$ cat config.mk
export PLATFORM = sky130hd
export DESIGN_NAME = lcdc_top
export DESIGN_NICKNAME = d
export VERILOG_FILES = /design/src/lcdc_pkg.sv /design/src/lcdc_div.sv /design/src/lcdc_top.sv
export SDC_FILE = /design/constraint.sdc
export NUM_CORES = 1
export LEC_CHECK = 0
export BUFFER_PORTS_ARGS = -buffer_cell sky130_fd_sc_hd__buf_2
export CAP_MARGIN = 10
export CORE_UTILIZATION = 57
export CTS_CLUSTER_SIZE = 20
export DETAILED_ROUTE_END_ITERATION = 16
export PLACE_DENSITY = 0.84
export SLEW_MARGIN = 25
export SYNTH_ARGS = -nofsm -noshare
export SYNTH_HDL_FRONTEND = slang
export SYNTH_SLANG_ARGS = --single-unit
$ cat constraint.sdc
create_clock -name clk_in -period 4.69 [get_ports clk_in]
set_input_delay 0.938 -clock clk_in [delete_from_list [all_inputs] [get_ports clk_in]]
set_output_delay 0.938 -clock clk_in [all_outputs]
set_load 0.02 [all_outputs]
$ cat src/lcdc_pkg.sv
// Constants and types shared by the LCD display mode and clock control block
package lcdc_pkg;
    localparam int ADDR_W = 16;
    localparam int DATA_W = 8;

    // Register addresses
    localparam logic [ADDR_W-1:0] DISPLAY_MODE_ADDR = 16'hFFB0;
    localparam logic [ADDR_W-1:0] SCAN_CLOCK_ADDR = 16'hFFB2;

    // Reset values and implemented bits
    localparam logic [DATA_W-1:0] REG_RESET = 8'h00;
    localparam logic [DATA_W-1:0] MODE_WR_MASK = 8'hD4;
    localparam logic [DATA_W-1:0] CLOCK_WR_MASK = 8'h0F;
    localparam logic [DATA_W-1:0] UNMAPPED_READ = 8'h00;

    // Display mode register fields
    localparam int DISPLAY_ON_POS = 7;
    localparam int BOOSTER_ON_POS = 6;
    localparam int PIN_DRIVE_POS = 4;
    localparam int STATIC_SEL_POS = 2;

    // Scan clock register fields
    localparam int SEL_W = 2;
    localparam int SOURCE_SEL_LSB = 2;
    localparam int SCAN_DIV_LSB = 0;
    localparam logic [SEL_W-1:0] SRC_SUBSYSTEM = 2'h0;
    localparam logic [SEL_W-1:0] SRC_MAIN_OFFSET = 2'h1;

    // Dividers: main clock / 2^5..2^7, source clock / 2^6..2^9
    localparam int MAIN_DIV_BASE = 5;
    localparam int MAIN_DIV_W = 7;
    localparam int SCAN_DIV_BASE = 6;
    localparam int SCAN_DIV_W = 9;

    // Time slices per frame
    localparam int SLICE_W = 2;
    localparam logic [SLICE_W-1:0] SLICE_FIRST = 2'h0;
    localparam logic [SLICE_W-1:0] SLICE_LAST = 2'h3;
    localparam logic [SLICE_W-1:0] SLICE_STEP = 2'h1;

    typedef enum logic [2:0] {
        PS_GROUND = 3'b001,
        PS_BLANK = 3'b010,
        PS_SHOW = 3'b100
    } lcdc_pin_state_type;

    typedef enum logic [2:0] {
        SEG_GROUND = 3'b001,
        SEG_UNSELECTED = 3'b010,
        SEG_DATA = 3'b100
    } lcdc_seg_level_type;

    typedef enum logic [1:0] {
        COM_GROUND = 2'b01,
        COM_WAVE = 2'b10
    } lcdc_com_level_type;
endpackage

$ cat src/lcdc_div.sv
// Power-of-two divider with a selectable tap, producing one-cycle ticks
`timescale 1ns/1ps
module lcdc_div #(
    parameter int CNT_W = 9,
    parameter int BASE = 6,
    parameter int SEL_W = 2
) (
    // Clock and reset
    input wire logic clk_in,
    input wire logic resetn_in,
    // Control
    input wire logic clear_in,
    input wire logic enable_in,
    input wire logic [SEL_W-1:0] sel_in,
    // Result
    output logic tick_out
);
    logic [CNT_W-1:0] cnt_r;
    logic [CNT_W-1:0] mask;
    logic tick_r;

    // Low BASE+sel bits form the active divider
    genvar gi;
    generate
        for (gi = 0; gi < CNT_W; gi++) begin : g_mask
            assign mask[gi] = (gi < (BASE + int'(sel_in)));
        end
    endgenerate

    always_ff @(posedge clk_in or negedge resetn_in) begin
        if (!resetn_in) begin
            cnt_r <= '0;
        end else if (clear_in) begin
            cnt_r <= '0;
        end else if (enable_in) begin
            cnt_r <= cnt_r + {{(CNT_W-1){1'b0}}, 1'b1};
        end
    end

    always_ff @(posedge clk_in or negedge resetn_in) begin
        if (!resetn_in) begin
            tick_r <= 1'b0;
        end else begin
            tick_r <= !clear_in && enable_in && ((cnt_r & mask) == mask);
        end
    end

    assign tick_out = tick_r;
endmodule

$ cat src/lcdc_top.sv
// LCD display mode and clock control: registers, clock dividers, slice timing, pin drive
`timescale 1ns/1ps
module lcdc_top
    import lcdc_pkg::*;
(
    // Clock and reset
    input wire logic clk_in,
    input wire logic resetn_in,
    // CPU register access
    input wire logic [lcdc_pkg::ADDR_W-1:0] addr_in,
    input wire logic [lcdc_pkg::DATA_W-1:0] wdata_in,
    input wire logic wr_in,
    input wire logic rd_in,
    output logic [lcdc_pkg::DATA_W-1:0] rdata_out,
    // Subsystem oscillator
    input wire logic subclk_in,
    // Analog and pin control
    output logic display_on_out,
    output logic booster_on_out,
    output logic pin_drive_on_out,
    output logic static_mode_out,
    output lcdc_pkg::lcdc_seg_level_type seg_level_out,
    output lcdc_pkg::lcdc_com_level_type com_level_out,
    // Scan timing
    output logic [lcdc_pkg::SLICE_W-1:0] slice_out,
    output logic scan_tick_out,
    output logic frame_tick_out
);
    import lcdc_pkg::*;

    logic [DATA_W-1:0] display_mode_reg_r;
    logic [DATA_W-1:0] scan_clock_reg_r;
    logic [DATA_W-1:0] rdata_r;
    logic mode_sel;
    logic clock_sel;
    logic mode_wr;
    logic clock_wr;
    logic [SEL_W-1:0] active_source_r;
    logic [SEL_W-1:0] active_scan_div_r;
    logic sub_meta_r;
    logic sub_sync_r;
    logic sub_prev_r;
    logic sub_rise;
    logic main_tick;
    logic source_tick;
    logic scan_tick;
    logic [SEL_W-1:0] main_sel;
    logic display_on_bit;
    logic booster_on_bit;
    logic pin_drive_on_bit;
    logic static_select_bit;
    logic clocks_idle;
    logic timing_clear;
    logic [SLICE_W-1:0] slice_r;
    logic [SLICE_W-1:0] slice_nxt;
    logic frame_tick_r;
    lcdc_pin_state_type pin_state_r;
    lcdc_pin_state_type pin_state_nxt;
    lcdc_seg_level_type seg_level_r;
    lcdc_com_level_type com_level_r;

    assign display_on_bit = display_mode_reg_r[DISPLAY_ON_POS];
    assign booster_on_bit = display_mode_reg_r[BOOSTER_ON_POS];
    assign pin_drive_on_bit = display_mode_reg_r[PIN_DRIVE_POS];
    assign static_select_bit = display_mode_reg_r[STATIC_SEL_POS];

    // Address decode shared by write and read paths
    assign mode_sel = (addr_in == DISPLAY_MODE_ADDR);
    assign clock_sel = (addr_in == SCAN_CLOCK_ADDR);
    assign mode_wr = wr_in && mode_sel;
    assign clock_wr = wr_in && clock_sel;

    // Register writes; unimplemented bits are not stored and read back zero
    // Prohibited enable combinations are stored as written; software keeps them out
    always_ff @(posedge clk_in or negedge resetn_in) begin
        if (!resetn_in) begin
            display_mode_reg_r <= REG_RESET;
        end else if (mode_wr) begin
            display_mode_reg_r <= wdata_in & MODE_WR_MASK;
        end
    end

    always_ff @(posedge clk_in or negedge resetn_in) begin
        if (!resetn_in) begin
            scan_clock_reg_r <= REG_RESET;
        end else if (clock_wr) begin
            scan_clock_reg_r <= wdata_in & CLOCK_WR_MASK;
        end
    end

    // Registered read data, one cycle after the read strobe
    always_ff @(posedge clk_in or negedge resetn_in) begin
        if (!resetn_in) begin
            rdata_r <= UNMAPPED_READ;
        end else if (rd_in) begin
            if (mode_sel) begin
                rdata_r <= display_mode_reg_r;
            end else if (clock_sel) begin
                rdata_r <= scan_clock_reg_r;
            end else begin
                rdata_r <= UNMAPPED_READ;
            end
        end
    end

    // Clock selection copied only while display and booster are both off,
    // so a careless rewrite cannot glitch a running frame
    assign clocks_idle = !display_on_bit && !booster_on_bit;

    always_ff @(posedge clk_in or negedge resetn_in) begin
        if (!resetn_in) begin
            active_source_r <= SRC_SUBSYSTEM;
        end else if (clocks_idle) begin
            active_source_r <= scan_clock_reg_r[SOURCE_SEL_LSB +: SEL_W];
        end
    end

    always_ff @(posedge clk_in or negedge resetn_in) begin
        if (!resetn_in) begin
            active_scan_div_r <= '0;
        end else if (clocks_idle) begin
            active_scan_div_r <= scan_clock_reg_r[SCAN_DIV_LSB +: SEL_W];
        end
    end

    // Subsystem oscillator is asynchronous: two flops, then edge detect
    always_ff @(posedge clk_in or negedge resetn_in) begin
        if (!resetn_in) begin
            sub_meta_r <= 1'b0;
            sub_sync_r <= 1'b0;
        end else begin
            sub_meta_r <= subclk_in;
            sub_sync_r <= sub_meta_r;
        end
    end

    // Edge detect reads the synchronised copy only
    always_ff @(posedge clk_in or negedge resetn_in) begin
        if (!resetn_in) begin
            sub_prev_r <= 1'b0;
        end else begin
            sub_prev_r <= sub_sync_r;
        end
    end

    assign sub_rise = sub_sync_r && !sub_prev_r;

    // Codes 1..3 map to taps 2^5..2^7 of the main prescaler
    assign main_sel = active_source_r - SRC_MAIN_OFFSET;

    // Frame timing restarts from zero at every display enable
    assign timing_clear = !display_on_bit;

    lcdc_div #(
        .CNT_W(MAIN_DIV_W),
        .BASE(MAIN_DIV_BASE),
        .SEL_W(SEL_W)
    ) u_main_div (
        .clk_in(clk_in),
        .resetn_in(resetn_in),
        .clear_in(timing_clear),
        .enable_in(1'b1),
        .sel_in(main_sel),
        .tick_out(main_tick)
    );

    // Source clock enable: subsystem edge or main clock division
    assign source_tick = (active_source_r == SRC_SUBSYSTEM) ? sub_rise : main_tick;

    lcdc_div #(
        .CNT_W(SCAN_DIV_W),
        .BASE(SCAN_DIV_BASE),
        .SEL_W(SEL_W)
    ) u_scan_div (
        .clk_in(clk_in),
        .resetn_in(resetn_in),
        .clear_in(timing_clear),
        .enable_in(source_tick),
        .sel_in(active_scan_div_r),
        .tick_out(scan_tick)
    );

    // Slice counter: four slices per frame, a single one in static mode
    always_comb begin
        slice_nxt = slice_r;
        if (timing_clear) begin
            slice_nxt = SLICE_FIRST;
        end else if (scan_tick) begin
            if (static_select_bit || (slice_r == SLICE_LAST)) begin
                slice_nxt = SLICE_FIRST;
            end else begin
                slice_nxt = slice_r + SLICE_STEP;
            end
        end
    end

    always_ff @(posedge clk_in or negedge resetn_in) begin
        if (!resetn_in) begin
            slice_r <= SLICE_FIRST;
        end else begin
            slice_r <= slice_nxt;
        end
    end

    // Frame end flagged one cycle after the closing scan tick
    always_ff @(posedge clk_in or negedge resetn_in) begin
        if (!resetn_in) begin
            frame_tick_r <= 1'b0;
        end else begin
            frame_tick_r <= !timing_clear && scan_tick
                && (static_select_bit || (slice_r == SLICE_LAST));
        end
    end

    // Pin drive state follows pin control and display enable
    // Pin drive off wins over display enable: grounded pins show nothing
    always_comb begin
        if (!pin_drive_on_bit) begin
            pin_state_nxt = PS_GROUND;
        end else if (!display_on_bit) begin
            pin_state_nxt = PS_BLANK;
        end else begin
            pin_state_nxt = PS_SHOW;
        end
    end

    always_ff @(posedge clk_in or negedge resetn_in) begin
        if (!resetn_in) begin
            pin_state_r <= PS_GROUND;
        end else begin
            pin_state_r <= pin_state_nxt;
        end
    end

    // Registered pin levels, decoded from the next state so they move with it
    always_ff @(posedge clk_in or negedge resetn_in) begin
        if (!resetn_in) begin
            seg_level_r <= SEG_GROUND;
        end else begin
            unique case (pin_state_nxt)
                PS_GROUND: begin
                    seg_level_r <= SEG_GROUND;
                end
                PS_BLANK: begin
                    seg_level_r <= SEG_UNSELECTED;
                end
                PS_SHOW: begin
                    seg_level_r <= SEG_DATA;
                end
            endcase
        end
    end

    always_ff @(posedge clk_in or negedge resetn_in) begin
        if (!resetn_in) begin
            com_level_r <= COM_GROUND;
        end else begin
            unique case (pin_state_nxt)
                PS_GROUND: begin
                    com_level_r <= COM_GROUND;
                end
                PS_BLANK: begin
                    com_level_r <= COM_WAVE;
                end
                PS_SHOW: begin
                    com_level_r <= COM_WAVE;
                end
            endcase
        end
    end

    assign rdata_out = rdata_r;
    assign display_on_out = display_on_bit;
    assign booster_on_out = booster_on_bit;
    assign pin_drive_on_out = pin_drive_on_bit;
    assign static_mode_out = static_select_bit;
    assign seg_level_out = seg_level_r;
    assign com_level_out = com_level_r;
    assign slice_out = slice_r;
    assign scan_tick_out = scan_tick;
    assign frame_tick_out = frame_tick_r;
endmodule

; ---- After elaboration in Yosys (flattened, before gate mapping)
; Cells that the tools add are included.
[totals]
register_bits = 49
input_bits = 29
wordCells = 78
[classes]
addsub = 6
magnitude_cmp = 16
eq_ne = 10
muxes = 13
bitwise = 2
reduce_logical = 15
[op_table]
columns = cell, n
row1 = $lt A4 B32 Y1 const A, 7
row2 = $lt A3 B32 Y1 const A, 4
row3 = $eq A16 B16 Y1 const B, 2
row4 = $lt A2 B32 Y1 const A, 1
row5 = $lt A5 B32 Y1 const A, 1
row6 = $mux W9, 2
row7 = $lt A1 B4 Y1 const A, 3
row8 = $add A9 B1 Y9 const B, 1
row9 = $and A9 B9 Y9, 1
row10 = $eq A9 B9 Y1, 1
row11 = $logic_and A1 B1 Y1, 9
row12 = $pmux W3 S3, 1
row13 = $add A3 B2 Y4 const A, 2
row14 = $mux W8, 1
row15 = $add A7 B1 Y7 const B, 1
row16 = $and A7 B7 Y7, 1
row17 = $eq A7 B7 Y1, 1
row18 = $mux W7, 1
row19 = $mux W2, 3
row20 = $mux W3, 2
row21 = $mux W4, 1
row22 = $ne A2 B1 Y1 const B, 2
row23 = $pmux W2 S2, 1
row24 = $eq A3 B1 Y1 const B, 1
row25 = other kinds (10), 12

; ---- Longest topological paths before layout
; Gate-level depths: netlist of run 1.
[depth]
depth_word = 6
mapped_depth = 7
mapped_depth_nobuf = 6

; ---- By module
; From an unflattened synthesis of run 1, not the netlist that was laid out.
[hier_totals]
hier_cells = 182
area_unflattened_um2 = 2130.8
[by_module_without_submodules]
columns = module, n_inst, cells_each, area_each_um2, seq_area_each_um2
row1 = lcdc_top, 1, 96, 1236.2, 726.9
row2 = lcdc_div (u_scan_div), 1, 49, 493.0, 250.2
row3 = lcdc_div (u_main_div), 1, 37, 401.6, 200.2

; ---- Least setup slack after synthesis of run 1
; OpenSTA, ideal clock, no wires.
[synth_path]
path_kind = input to register
from = input addr_in[3] in the netlist's numbering
to = register scan_clock_reg_r[0]
arrival_ps = 2128
required_ps = 4565
path_slack_ps = 2437
cell_stages = 5
path_cell_list = or3b_4 nor4_4 and3_1 buf_6 mux2_4
[synth_via]
elab_chain_len = 2
[synth_rtl]
columns = item, line_no
row1 = "start, declared", lcdc_top.sv:10  ; input wire logic [lcdc_pkg::ADDR_W-1:0] addr_in,
row2 = $eq A16 B16 Y1, lcdc_top.sv:69  ; assign clock_sel = (addr_in == SCAN_CLOCK_ADDR);
row3 = $logic_and A1 B1 Y1, lcdc_top.sv:71  ; assign clock_wr = wr_in && clock_sel;
row4 = "end signal, assigned", lcdc_top.sv:87  ; scan_clock_reg_r <= wdata_in & CLOCK_WR_MASK;
row5 = "end, declared", lcdc_top.sv:32  ; logic [DATA_W-1:0] scan_clock_reg_r;
; Every way passes these cells.
; A chain may end at the register's enable or synchronous reset.

; ---- Worst setup path after layout of run 1
[layout_path]
from = register display_mode_reg_r[7]
to = output display_on_out
[layout_rtl]
columns = item, line_no
row1 = "start, declared", lcdc_top.sv:31  ; logic [DATA_W-1:0] display_mode_reg_r;
row2 = "start signal, assigned", lcdc_top.sv:79  ; display_mode_reg_r <= wdata_in & MODE_WR_MASK;
row3 = "end, declared", lcdc_top.sv:18  ; output logic display_on_out,
; No word-level cell between the ends.

==> metrics.yaml, run 1 <==
portBuffers: 47
grt_pass1_vias: 1473
pwr-share-comb: 0.039
numCtsBuffers: 5
ys_seq_elements: 47
n_antenna_cell: 0
clkPwrFrac: 0.345
synth.area.top_cells: "dfrtp_1, and2_1, ha_1"
synth.top_cell.area_share: 0.5441
tns_ps: 0
max-clock-path-buffers: 2
seqCellArea_sq_mm: 0.001177
synth_flop_cell: "dfrtp_1"
worstPathCellList: "buf_2"
crit_type: "register to output pin"
synth_most_common_cell: "dfrtp_1"
nFillCells: 262
p_leak_nw: 1.230
grt_remaining_overflow: 0
drt_iter0_drc: 57
synth_common_cells: "dfrtp_1, nand2_1, and2_1"
cts_htree_levels: 2
hpwl_mm: 2.715
post_drt_wl_per_cell_microns: 13.33
synth_edf_count: 0
clk_pin_slew_ps: 80
die_area_sq_mm: 0.003960
cp_max_fo: 28
syn_avg_cell_area_sq_um: 11.56
crit_required_ps: 3750
die-height_microns: 62.93
status: "complete, no violations"
synthToLayoutAreaGrowth_pct: 15.49
setup_violations: 0
start_util: 0.6147
power_density_mw_per_mm2: 270.3
crit_family: "flip-flops"
timing.final.ws_setup_ps: 2359
grt_max_degree: 48
synthCells: 183
seqPwrFrac: 0.616
nets: 262
worst_pin_slew_ps: 716.6
post-place-ws_ps: 2215
core_sq_mm: 0.003442
cap_violations: 0
synth_top_area_cell: "dfrtp_1"
post-cts-setup-buffers: 0
endpoint_kind: "output pin"
grt_pass1_wl_mm: 6.417
clock_latency_ps: 290
multi_input_area_sq_um: 852.1
rsz0062_at_grt: "no"
routed-via-count: 1441
cts_tree: "yes"
critPathBufInv: 1
sw_frac_of_total: 0.2110
drc_errors: 0
gp_congestion: 0.7389
cts.sink_count: 47
critPathArrivalTime_ps: 1390
ant_nets: 0
max_freq_mhz: 429.0
start_kind: "register"
synth_cell_type_count: 37
period_share: 0.4970
maxSlewViolCount: 0
first_pass_iters: 4
synth_nets: 217
grt_util_all_layers: 0.2122
ir_drop_v: 0.0001940
syn_area_sq_mm: 0.002116
die_x_microns: 62.93
seq_area_frac_synth: 0.5565
layout-drive-gt1-share: 0.3100
finClkSkew_ps: 6.815
p_switching_uw: 139.4
wl_mm: 3.666
ios: 50
yosysWarnings: 0
cts_hold_buf: 0
vias_per_cell: 5.240
slowest_delay_ps: 810
hp-class: "register to register"
post_cts_resize_count: 0
row_count: 21
async_reset_ff_frac: 1.000
timing.final.hold_violations: 0
antenna_found_initial: 0
relSlewSlack: 0.5223
min_period_ps: 2331
cp_slowest_cell: "dfrtp_1"
intPower_uw: 521.1
clock-root-buffer: "clkbuf_8"
## worst paths after layout
| check | from | end | slack, ps | cells after the start |
|---|---|---|---|---|
| setup / recovery | display_mode_reg_r[7] | display_on_out | 2360 | 1 |
| hold / removal | sub_meta_r | sub_sync_r | 370 | 0 |
| setup reg to reg | active_source_r[0] | u_scan_div.cnt_r[7] | 2920 | 6 |
| hold reg to reg | sub_meta_r | sub_sync_r | 370 | 0 |
| max in group asynchronous | resetn_in | u_main_div.cnt_r[2] | 3680 | 1 |
| min in group asynchronous | resetn_in | u_scan_div.cnt_r[3] | 640 | 1 |
## cells by family after synthesis
| logic type | count (synthesis) | synth area share |
|---|---|---|
| AO/OA/AOI/OAI | 21 | 0.07451 |
| XOR/XNOR | 12 | 0.04967 |
| adder cells (fa/ha/maj) | 5 | 0.02957 |
| buffers and inverters | 19 | 0.04080 |
| flip-flops | 47 | 0.5565 |
| multiplexers | 12 | 0.06919 |
| other | 1 | 0.001772 |
| AND/OR/NAND/NOR | 66 | 0.1780 |
## power by group through the flow
stage | Combinational (mW) | Sequential (mW) | Clock [mW]
6_report | 0.0260 | 0.407 | 0.228
3_5_place_dp | 0.0266 | 0.415 | 0
2_1_floorplan | 0.00665 | 0.415 | 0
5_1_grt | 0.0295 | 0.407 | 0.249
4_1_cts | 0.0267 | 0.407 | 0.232
3_3_place_gp | 0.0261 | 0.415 | 0
## placed cells by master, fill, tap and decap left out, drive strengths merged, types with 5 or more instances in the layout
| cell | Yosys | layout |
|---|---|---|
| buf | 3 | 47 |
| dfrtp | 46 | 46 |
| nand2 | 14 | 14 |
| and2 | 12 | 12 |
| inv | 10 | 10 |
| mux2 | 9 | 9 |
| nor2 | 8 | 8 |
| nand3 | 8 | 8 |
| nor2b | 8 | 8 |
| xor2 | 7 | 7 |
| clkbuf | 6 | 7 |
| xnor2 | 5 | 5 |
| o21ai | 5 | 5 |
| ha | 5 | 5 |
## sequential cells by signal, indices dropped and copies added (netlist names)
signal	flops
sub_sync_r	1
active_scan_div_r	2
frame_tick_out	1
rdata_out	7
u_scan_div.tick_out	1
scan_clock_reg_r	4
display_mode_reg_r	4
sub_prev_r	1
u_main_div.tick_out	1
u_main_div.cnt_r	7
slice_out	2
com_level_out	1
active_source_r	2
u_scan_div.cnt_r	9
seg_level_out	3
sub_meta_r	1
## through the flow
stage	power (mW)	cells	cell area (sq um)	hold slack (ps)	util
floorplan	0.4214	183	2116	331.2	-
global placement	0.4409	267	2360	335.2	0.6856
detailed placement	0.4415	267	2360	353.7	0.6856
CTS	0.6656	275	2441	371.2	0.7092
global route	0.6858	275	2444	389.6	0.7099
finish	0.6605	275	2444	369.0	0.7099
## metal layers
metal  vias to the layer above  routed length (microns)  global-route usage
li1                        704                        -                   -
met1                       700                     1593              0.2472
met2                        32                     1890              0.3763
met3                         5                      142             0.06569
met4                         0                       40             0.05233
met5                         -                        0                   0
## worst reg2reg max path: cells and delay by family, from the launching register on
kind / cells / cell delay, ps
compound gates: 1 / 490
xor+xnor: 1 / 110
fa+ha+maj: 1 / 160
buf+inv: 1 / 100
flops: 1 / 390
simple gates: 2 / 430
## final cells by class
cell class / instances / share of cell area
clock inverter: 1 / 0.002048
multi-input combinational: 117 / 0.3487
tap: 46 / 0.02355
timing repair buffer: 47 / 0.09729
inverter: 10 / 0.01536
clock buffer: 7 / 0.03123
sequential: 47 / 0.4818
Note: power is estimated with default switching activity, not from simulation.
==> inputs of run 2 (changes only) <==
--- a/config.mk
+++ b/config.mk
@@ -5,12 +5,13 @@
 export SDC_FILE = /design/constraint.sdc
 export NUM_CORES = 1
 export LEC_CHECK = 0
+export ABC_AREA = 1
 export BUFFER_PORTS_ARGS = -buffer_cell sky130_fd_sc_hd__buf_2
 export CAP_MARGIN = 10
-export CORE_UTILIZATION = 57
+export CORE_UTILIZATION = 53
 export CTS_CLUSTER_SIZE = 20
 export DETAILED_ROUTE_END_ITERATION = 16
-export PLACE_DENSITY = 0.84
+export PLACE_DENSITY = 0.79
 export SLEW_MARGIN = 25
 export SYNTH_ARGS = -nofsm -noshare
 export SYNTH_HDL_FRONTEND = slang
==> constraint.sdc (replaced) <==
create_clock -name clk_in -period 2.23 [get_ports clk_in]
set_input_delay 0.446 -clock clk_in [delete_from_list [all_inputs] [get_ports clk_in]]
set_output_delay 0.446 -clock clk_in [all_outputs]
set_load 0.02 [all_outputs]
==> run 2 against run 1 <==
  * Clock skew decreased by 2.0 ps
  * Non-clock buffer count rose by 2
  * Sequential cell count stayed put
  * Synthesized cell count rose by 38%
  * Worst setup slack worse by 1700 ps
==> metrics.yaml, run 2 <==
synth-xor-area-share: 0  # was 0.04967
synth_edf_count: 0  # unchanged
synth_top_area_cell: "dfrtp_1"  # unchanged
layout_common_cells: "nand2_1, buf_2, dfrtp_1, inv_1, o21ai_0"  # was dfrtp_1, buf_2, nand2_1, and2_1, inv_1
slowest_delay_ps: 360  # was 810 ps
post-cts-setup-buffers: 0  # unchanged
max-clock-path-buffers: 2  # unchanged
p_leak_nw: 1.433  # was 1.230 nW
die_area_sq_mm: 0.004388  # was 0.003960 sq mm
portBuffers: 47  # unchanged
ys_seq_elements: 47  # unchanged
synth_mux_area_frac: 0.005149  # was 0.06919
cp_max_fo: 23  # was 28
cts_tree: "yes"  # unchanged
start_util: 0.5758  # was 0.6147
relSlewSlack: 0.6390  # was 0.5223
clk_pin_slew_ps: 80  # about the same
cp_slowest_cell: "dfrtp_1"  # unchanged
nFillCells: 311  # was 262
syn_avg_cell_area_sq_um: 8.645  # was 11.56 sq um
grt_max_degree: 25  # was 48
ios: 50  # unchanged
ff2ff_setup_slack_ps: 860  # was 2920 ps
setup_violations: 0  # unchanged
critPathArrivalTime_ps: 1120  # was 1390 ps
numCtsBuffers: 5  # unchanged
synth_common_cells: "nand2_1, dfrtp_1, inv_1"  # was dfrtp_1, nand2_1, and2_1
critPathBufInv: 2  # was 1
layout-drive-gt1-share: 0.2434  # was 0.3100
cap_violations: 0  # unchanged
crit_type: "register to output pin"  # unchanged
maxSlewViolCount: 0  # unchanged
synth_compound_area_frac: 0.09840  # was 0.07451
first_pass_iters: 4  # unchanged
clock_latency_ps: 300  # was 290 ps
syn_area_sq_mm: 0.002187  # was 0.002116 sq mm
max_freq_mhz: 636.8
hpwl_mm: 2.945  # was 2.715 mm
cts_hold_buf: 0  # unchanged
largest-register: "u_scan_div.cnt_r"  # unchanged
crit_family: "buffers and inverters"  # was flip-flops
gp_congestion: 0.8042  # was 0.7389
status: "complete, no violations"  # unchanged
drt_iter0_drc: 86  # was 57
hp-class: "input port to async pin"  # was register to register
synth_cell_type_count: 29  # was 37
worstReg2RegEnd: "u_scan_div.cnt_r[6]"  # was u_scan_div.cnt_r[7]
grt_util_all_layers: 0.2123  # was 0.2122
period_share: 0.7042
start_kind: "register"  # unchanged
post-place-ws_ps: 862.0  # was 2215 ps
endpoint_kind: "output pin"  # unchanged
postLayoutCoreUtil: 0.6828  # was 0.7099
worst-r2r-cell-count: 7  # was 6
drc_errors: 0  # unchanged
synth.top_cell.area_share: 0.5263  # was 0.5441
cts_htree_levels: 2  # unchanged
final_area_sq_mm: 0.002594  # was 0.002444 sq mm
synthSimpleGateAreaFrac: 0.2454  # was 0.1780
grt_remaining_overflow: 0  # unchanged
post_cts_resize_count: 0  # unchanged
die_x_microns: 66.24  # was 62.93 microns
finalPower_mw: 1.915  # was 660.5 uW
nets: 337  # was 262
clock-root-buffer: "clkbuf_8"  # unchanged
timing.final.ws_setup_ps: 659.5  # was 2359 ps
synth_top_family_by_area: "simple AND/OR/NAND/NOR gates"  # unchanged
async_reset_ff_frac: 1.000  # unchanged
rsz0062_at_grt: "no"  # unchanged
ir_drop_v: 0.0003747  # was 0.0001940 V
synth_flop_cell: "dfrtp_1"  # unchanged
crit_path_start: "display_mode_reg_r[7]"  # unchanged
power_density_mw_per_mm2: 738.3  # was 270.3 mW/mm^2
grt_pass1_vias: 1693  # was 1473
die-height_microns: 66.24  # was 62.93 microns
worstPathCellList: "buf_4, buf_2"  # was buf_2
crit_path_end: "display_on_out"  # unchanged
wl_mm: 4.012  # was 3.666 mm
worst_pin_slew_ps: 541.6  # was 716.6 ps
antenna_found_initial: 0  # unchanged
vias_per_cell: 5.028  # was 5.240
row_count: 22  # was 21
r2r_start: "active_source_r[0]"  # unchanged
cts.sink_count: 47  # unchanged
cp_num_cells: 2  # was 1
synthAdderAreaFrac: 0.02860  # was 0.02957
synth_most_common_cell: "nand2_1"  # was dfrtp_1
layout_commonest_cell: "nand2_1"
largest_reg_flops: 9  # unchanged
ant_nets: 0  # unchanged
n_antenna_cell: 0  # unchanged
place_area_sq_mm: 0.002476  # was 0.002360 sq mm
crit_required_ps: 1780  # was 3750 ps
yosysWarnings: 0  # unchanged
finClkSkew_ps: 4.817  # was 6.815 ps
grt_pass1_wl_mm: 7.058  # was 6.417 mm
synth_nets: 287  # was 217
routed-via-count: 1770  # was 1441
synth.area.top_cells: "dfrtp_1, nand2_1, inv_1"  # was dfrtp_1, and2_1, ha_1
tns_ps: 0  # unchanged
seq_area_frac_synth: 0.5383  # was 0.5565
timing.final.hold_violations: 0  # unchanged
core_sq_mm: 0.003799  # was 0.003442 sq mm
post_drt_wl_per_cell_microns: 11.40  # was 13.33 microns
synthCells: 253  # was 183
synthToLayoutAreaGrowth_pct: 18.59  # was 15.49%
min_period_ps: 1570
-- run 2: changes by cell type in the layout (fill, tap and decap cells not counted), sizes merged, moves of 8 or more --
| cell | previous run | this run |
|---|---|---|
| nor2 | 8 | 23 |
| nand2 | 14 | 66 |
| mux2 | 9 | 1 |
| inv | 10 | 39 |
| nor2b | 8 | 0 |
| o21ai | 5 | 31 |
| and2 | 12 | 0 |
-- run 2: kinds of logic after synthesis --
kind of cell,count (synthesis)
muxes,1
DFF,47
other,1
and+or+nand+nor,112
adders and majority gates,5
AOI/OAI and AO/OA,42
buffers and inverters,45
-- run 2: layout make-up --
class	count	area, sq um	area share
clock buffer	6	82.58	0.03184
clock inverter	2	35.03	0.01351
inverter	39	146.4	0.05644
multi-input combinational	161	829.5	0.3198
sequential	47	1177	0.4539
tap	48	60.06	0.02315
timing repair buffer	49	262.8	0.1013
-- run 2: metrics by stage --
step / cells / hold WS, ps
after CTS: 352 / 134.9
after detailed placement: 344 / 346.5
final: 352 / 116.4
after global routing: 352 / 162.3
after floorplan: 253 / 150.4
after global placement: 344 / 332.7
-- run 2: worst min-delay path by stage --
stage | start | slack (ps) | cells after the start | to
floorplan | resetn_in | 150 | 0 | active_scan_div_r[0]
global placement | sub_meta_r | 330 | 0 | sub_sync_r
detailed placement | sub_meta_r | 350 | 0 | sub_sync_r
CTS | resetn_in | 130 | 1 | u_scan_div.cnt_r[6]
global route | resetn_in | 160 | 1 | u_scan_div.cnt_r[6]
finish | resetn_in | 120 | 1 | rdata_out[4]
-- run 2: layer usage --
layer,GRT usage,vias up,share of wire
met5,0,-,0
met4,0.08777,0,0.0087
met3,0.04483,6,0.045
met2,0.3533,43,0.49
met1,0.2667,828,0.46
li1,-,893,-
-- run 2: report_power, final --
part | internal, mW | total (mW) | switching [mW]
clock network | 0.363 | 0.645 | 0.282
registers | 0.942 | 1.02 | 0.0785
logic | 0.0970 | 0.249 | 0.152
==> inputs of run 3 (changes only) <==
--- a/config.mk
+++ b/config.mk
@@ -8,10 +8,10 @@
 export ABC_AREA = 1
 export BUFFER_PORTS_ARGS = -buffer_cell sky130_fd_sc_hd__buf_2
 export CAP_MARGIN = 10
-export CORE_UTILIZATION = 53
+export CORE_UTILIZATION = 48
 export CTS_CLUSTER_SIZE = 20
 export DETAILED_ROUTE_END_ITERATION = 16
-export PLACE_DENSITY = 0.79
+export PLACE_DENSITY = 0.75
 export SLEW_MARGIN = 25
 export SYNTH_ARGS = -nofsm -noshare
 export SYNTH_HDL_FRONTEND = slang
==> constraint.sdc (replaced) <==
create_clock -name clk_in -period 1.3 [get_ports clk_in]
set_input_delay 0.26 -clock clk_in [delete_from_list [all_inputs] [get_ports clk_in]]
set_output_delay 0.26 -clock clk_in [all_outputs]
set_load 0.02 [all_outputs]
==> run 3 against run 2 <==
  * The flow now finishes with violations (setup timing)
  * Register-to-register slack got worse by 880 ps
  * Final area rose by 9.8%
  * Sequential power rose by 74%
  * Non-clock buffer count rose by 21
  * Combinational power rose by 120%
  * Worst hold slack got worse by 54 ps
  * Worst setup slack got worse by 680 ps
  * First-iteration DRC count rose by 31%
  * Sequential share of layout area fell by 4.0 points
  * Clock-buffer cell count did not move
  * Via count rose by 4.9%
  * Critical path type is now register to register
  * Largest cell class unchanged
==> metrics.yaml, run 3 (synthesis gave the netlist of run 2 again) <==
cts_htree_levels: 2  # unchanged
p_switching_uw: 971.6  # was 513.0 uW
timing.final.hold_violations: 0  # unchanged
place_inst: 360  # was 344
clock_latency_ps: 300  # about the same
grt_max_degree: 22  # was 25
die-height_microns: 69.50  # was 66.24 microns
seqPwrFrac: 0.516  # was 0.533
vias_per_cell: 4.923  # was 5.028
layout-drive-gt1-share: 0.3508  # was 0.2434
critPathArrivalTime_ps: 1530  # was 1120 ps
rsz0062_at_grt: "yes"  # was no
ir_drop_v: 0.0007467  # was 0.0003747 V
cts_tree: "yes"  # unchanged
holdWs_ps: 62.27  # was 116.4 ps
grt_util_all_layers: 0.1890  # was 0.2123
numCtsBuffers: 5  # unchanged
post_drt_wl_per_cell_microns: 11.90  # was 11.40 microns
pwr-share-comb: 0.158  # was 0.130
finClkSkew_ps: 7.947  # was 4.817 ps
crit_type: "register to register"  # was register to output pin
setup_violations: 3  # was 0
ant_nets: 0  # unchanged
power_density_mw_per_mm2: 1201  # was 738.3 mW/mm^2
grt_remaining_overflow: 0  # unchanged
first_pass_iters: 4  # unchanged
cp_slowest_cell: "dfrtp_1"  # unchanged
clk_pin_slew_ps: 90  # was 80 ps
antenna_found_initial: 0  # unchanged
nets: 358  # was 337
period_share: 1.017
tns_ps: -32.77  # was 0 ps
sw_frac_of_total: 0.2840  # was 0.2679
die_x_microns: 69.50  # was 66.24 microns
instances_no_fill: 377  # was 352
ios: 50  # unchanged
p_leak_nw: 1.540  # was 1.433 nW
grt_pass1_vias: 1723  # was 1693
core_sq_mm: 0.004354  # was 0.003799 sq mm
gp_congestion: 0.8566  # was 0.8042
finalPower_mw: 3.421  # was 1.915 mW
layout_commonest_cell: "nand2_1"  # unchanged
intPower_mw: 2.450  # was 1.402 mW
start_kind: "register"  # unchanged
n_antenna_cell: 0  # unchanged
grt_pass1_wl_mm: 7.210  # was 7.058 mm
wl_mm: 4.485  # was 4.012 mm
synthToLayoutAreaGrowth_pct: 30.26  # was 18.59%
status: "finished with violations"  # was complete, no violations
worstPathCellList: "inv_2, ha_4, nand3b_1, nand2_2, nand3_2, a211oi_1"  # was buf_4, buf_2
clkPwrFrac: 0.326  # was 0.337
die_area_sq_mm: 0.004830  # was 0.004388 sq mm
cp_max_fo: 7  # was 23
max_freq_mhz: 756.3
max-clock-path-buffers: 2  # unchanged
hp-class: "input port to register"  # was input port to async pin
routed-via-count: 1856  # was 1770
cts.sink_count: 47  # unchanged
timing.final.ws_setup_ps: -22.28  # was 659.5 ps
start_util: 0.5023  # was 0.5758
drc_errors: 0  # unchanged
largest-register: "u_scan_div.cnt_r"  # unchanged
crit_required_ps: 1510  # was 1780 ps
cap_violations: 0  # unchanged
min_period_ps: 1322
drt_iter0_drc: 113  # was 86
maxSlewViolCount: 0  # unchanged
slowest_delay_ps: 410  # was 360 ps
post-place-ws_ps: 37.80  # was 862.0 ps
layout_common_cells: "nand2_1, buf_2, dfrtp_1, inv_1, o21ai_0"  # unchanged
violations: "setup timing"
endpoint_kind: "register"  # was output pin
hpwl_mm: 3.124  # was 2.945 mm
clock-root-buffer: "clkbuf_8"  # unchanged
row_count: 24  # was 22
portBuffers: 47  # unchanged
largest_reg_flops: 9  # unchanged
-- run 3: cell types whose count changed in the layout (fill, tap and decap cells not counted), sizes merged --
cell,before,now
buf,49,69
dlygate4sd3,0,1
-- run 3: worst max-delay path, delay by kind of cell (launching register included) --
family          cells  cell delay [ps]
fa+ha+maj           1              130
simple gates        3              400
buf+inv             1               90
compound gates      1              210
flops               1              410
-- run 3: area by class of cell --
| cell class | instances | area [sq um] |
|---|---|---|
| Clock buffer | 6 | 82.58 |
| Clock inverter | 2 | 35.03 |
| Fill cell | 341 | 1505 |
| Inverter | 39 | 146.4 |
| Multi-Input combinational cell | 161 | 904.6 |
| Sequential cell | 47 | 1179 |
| Tap cell | 52 | 65.06 |
| Timing Repair Buffer | 70 | 436.7 |
-- run 3: timing repair --
action                                  4_1_cts  5_1_grt
endpoints found under the hold margin         9        0
resized for setup                             3       28
pin swaps                                     0        8
endpoints found under the setup margin        1       13
hold buffers                                  1        0
buffers inserted                              2        6
-- run 3: path summary, 6_finish.rpt --
check	start	cells past startpoint	end	slack, ps
worst max-delay path	active_source_r[0]	6	u_scan_div.tick_out	-20
min in group asynchronous	resetn_in	2	u_scan_div.cnt_r[2]	370
worst min register to register	sub_meta_r	0	sub_sync_r	360
worst min-delay path	subclk_in	1	sub_meta_r	60
worst max register to register	active_source_r[0]	6	u_scan_div.tick_out	-20
max in group asynchronous	resetn_in	3	display_mode_reg_r[7]	400
-- run 3: through the flow --
step,util,instance area (sq um)
4_1_cts,0.6250,2721
6_report,0.6543,2849
2_1_floorplan,-,2187
5_1_grt,0.6543,2849
3_3_place_gp,0.5905,2571
3_5_place_dp,0.5905,2571
-- run 3: power by group through the flow --
stage	Combinational, mW	Clock, mW	Sequential, mW
6_report	0.540	1.11	1.77
5_1_grt	0.617	1.19	1.79
4_1_cts	0.469	1.12	1.74
3_5_place_dp	0.463	0	1.77
3_3_place_gp	0.442	0	1.76
2_1_floorplan	0.302	0	1.74
-- run 3: metal layers --
layer  vias up  track usage  routed length [microns]
met5         -            0                        0
met4         0      0.07483                       66
met3         7      0.04797                      179
met2        52       0.3161                     2264
met1       860       0.2344                     1975
li1        937            -                        -
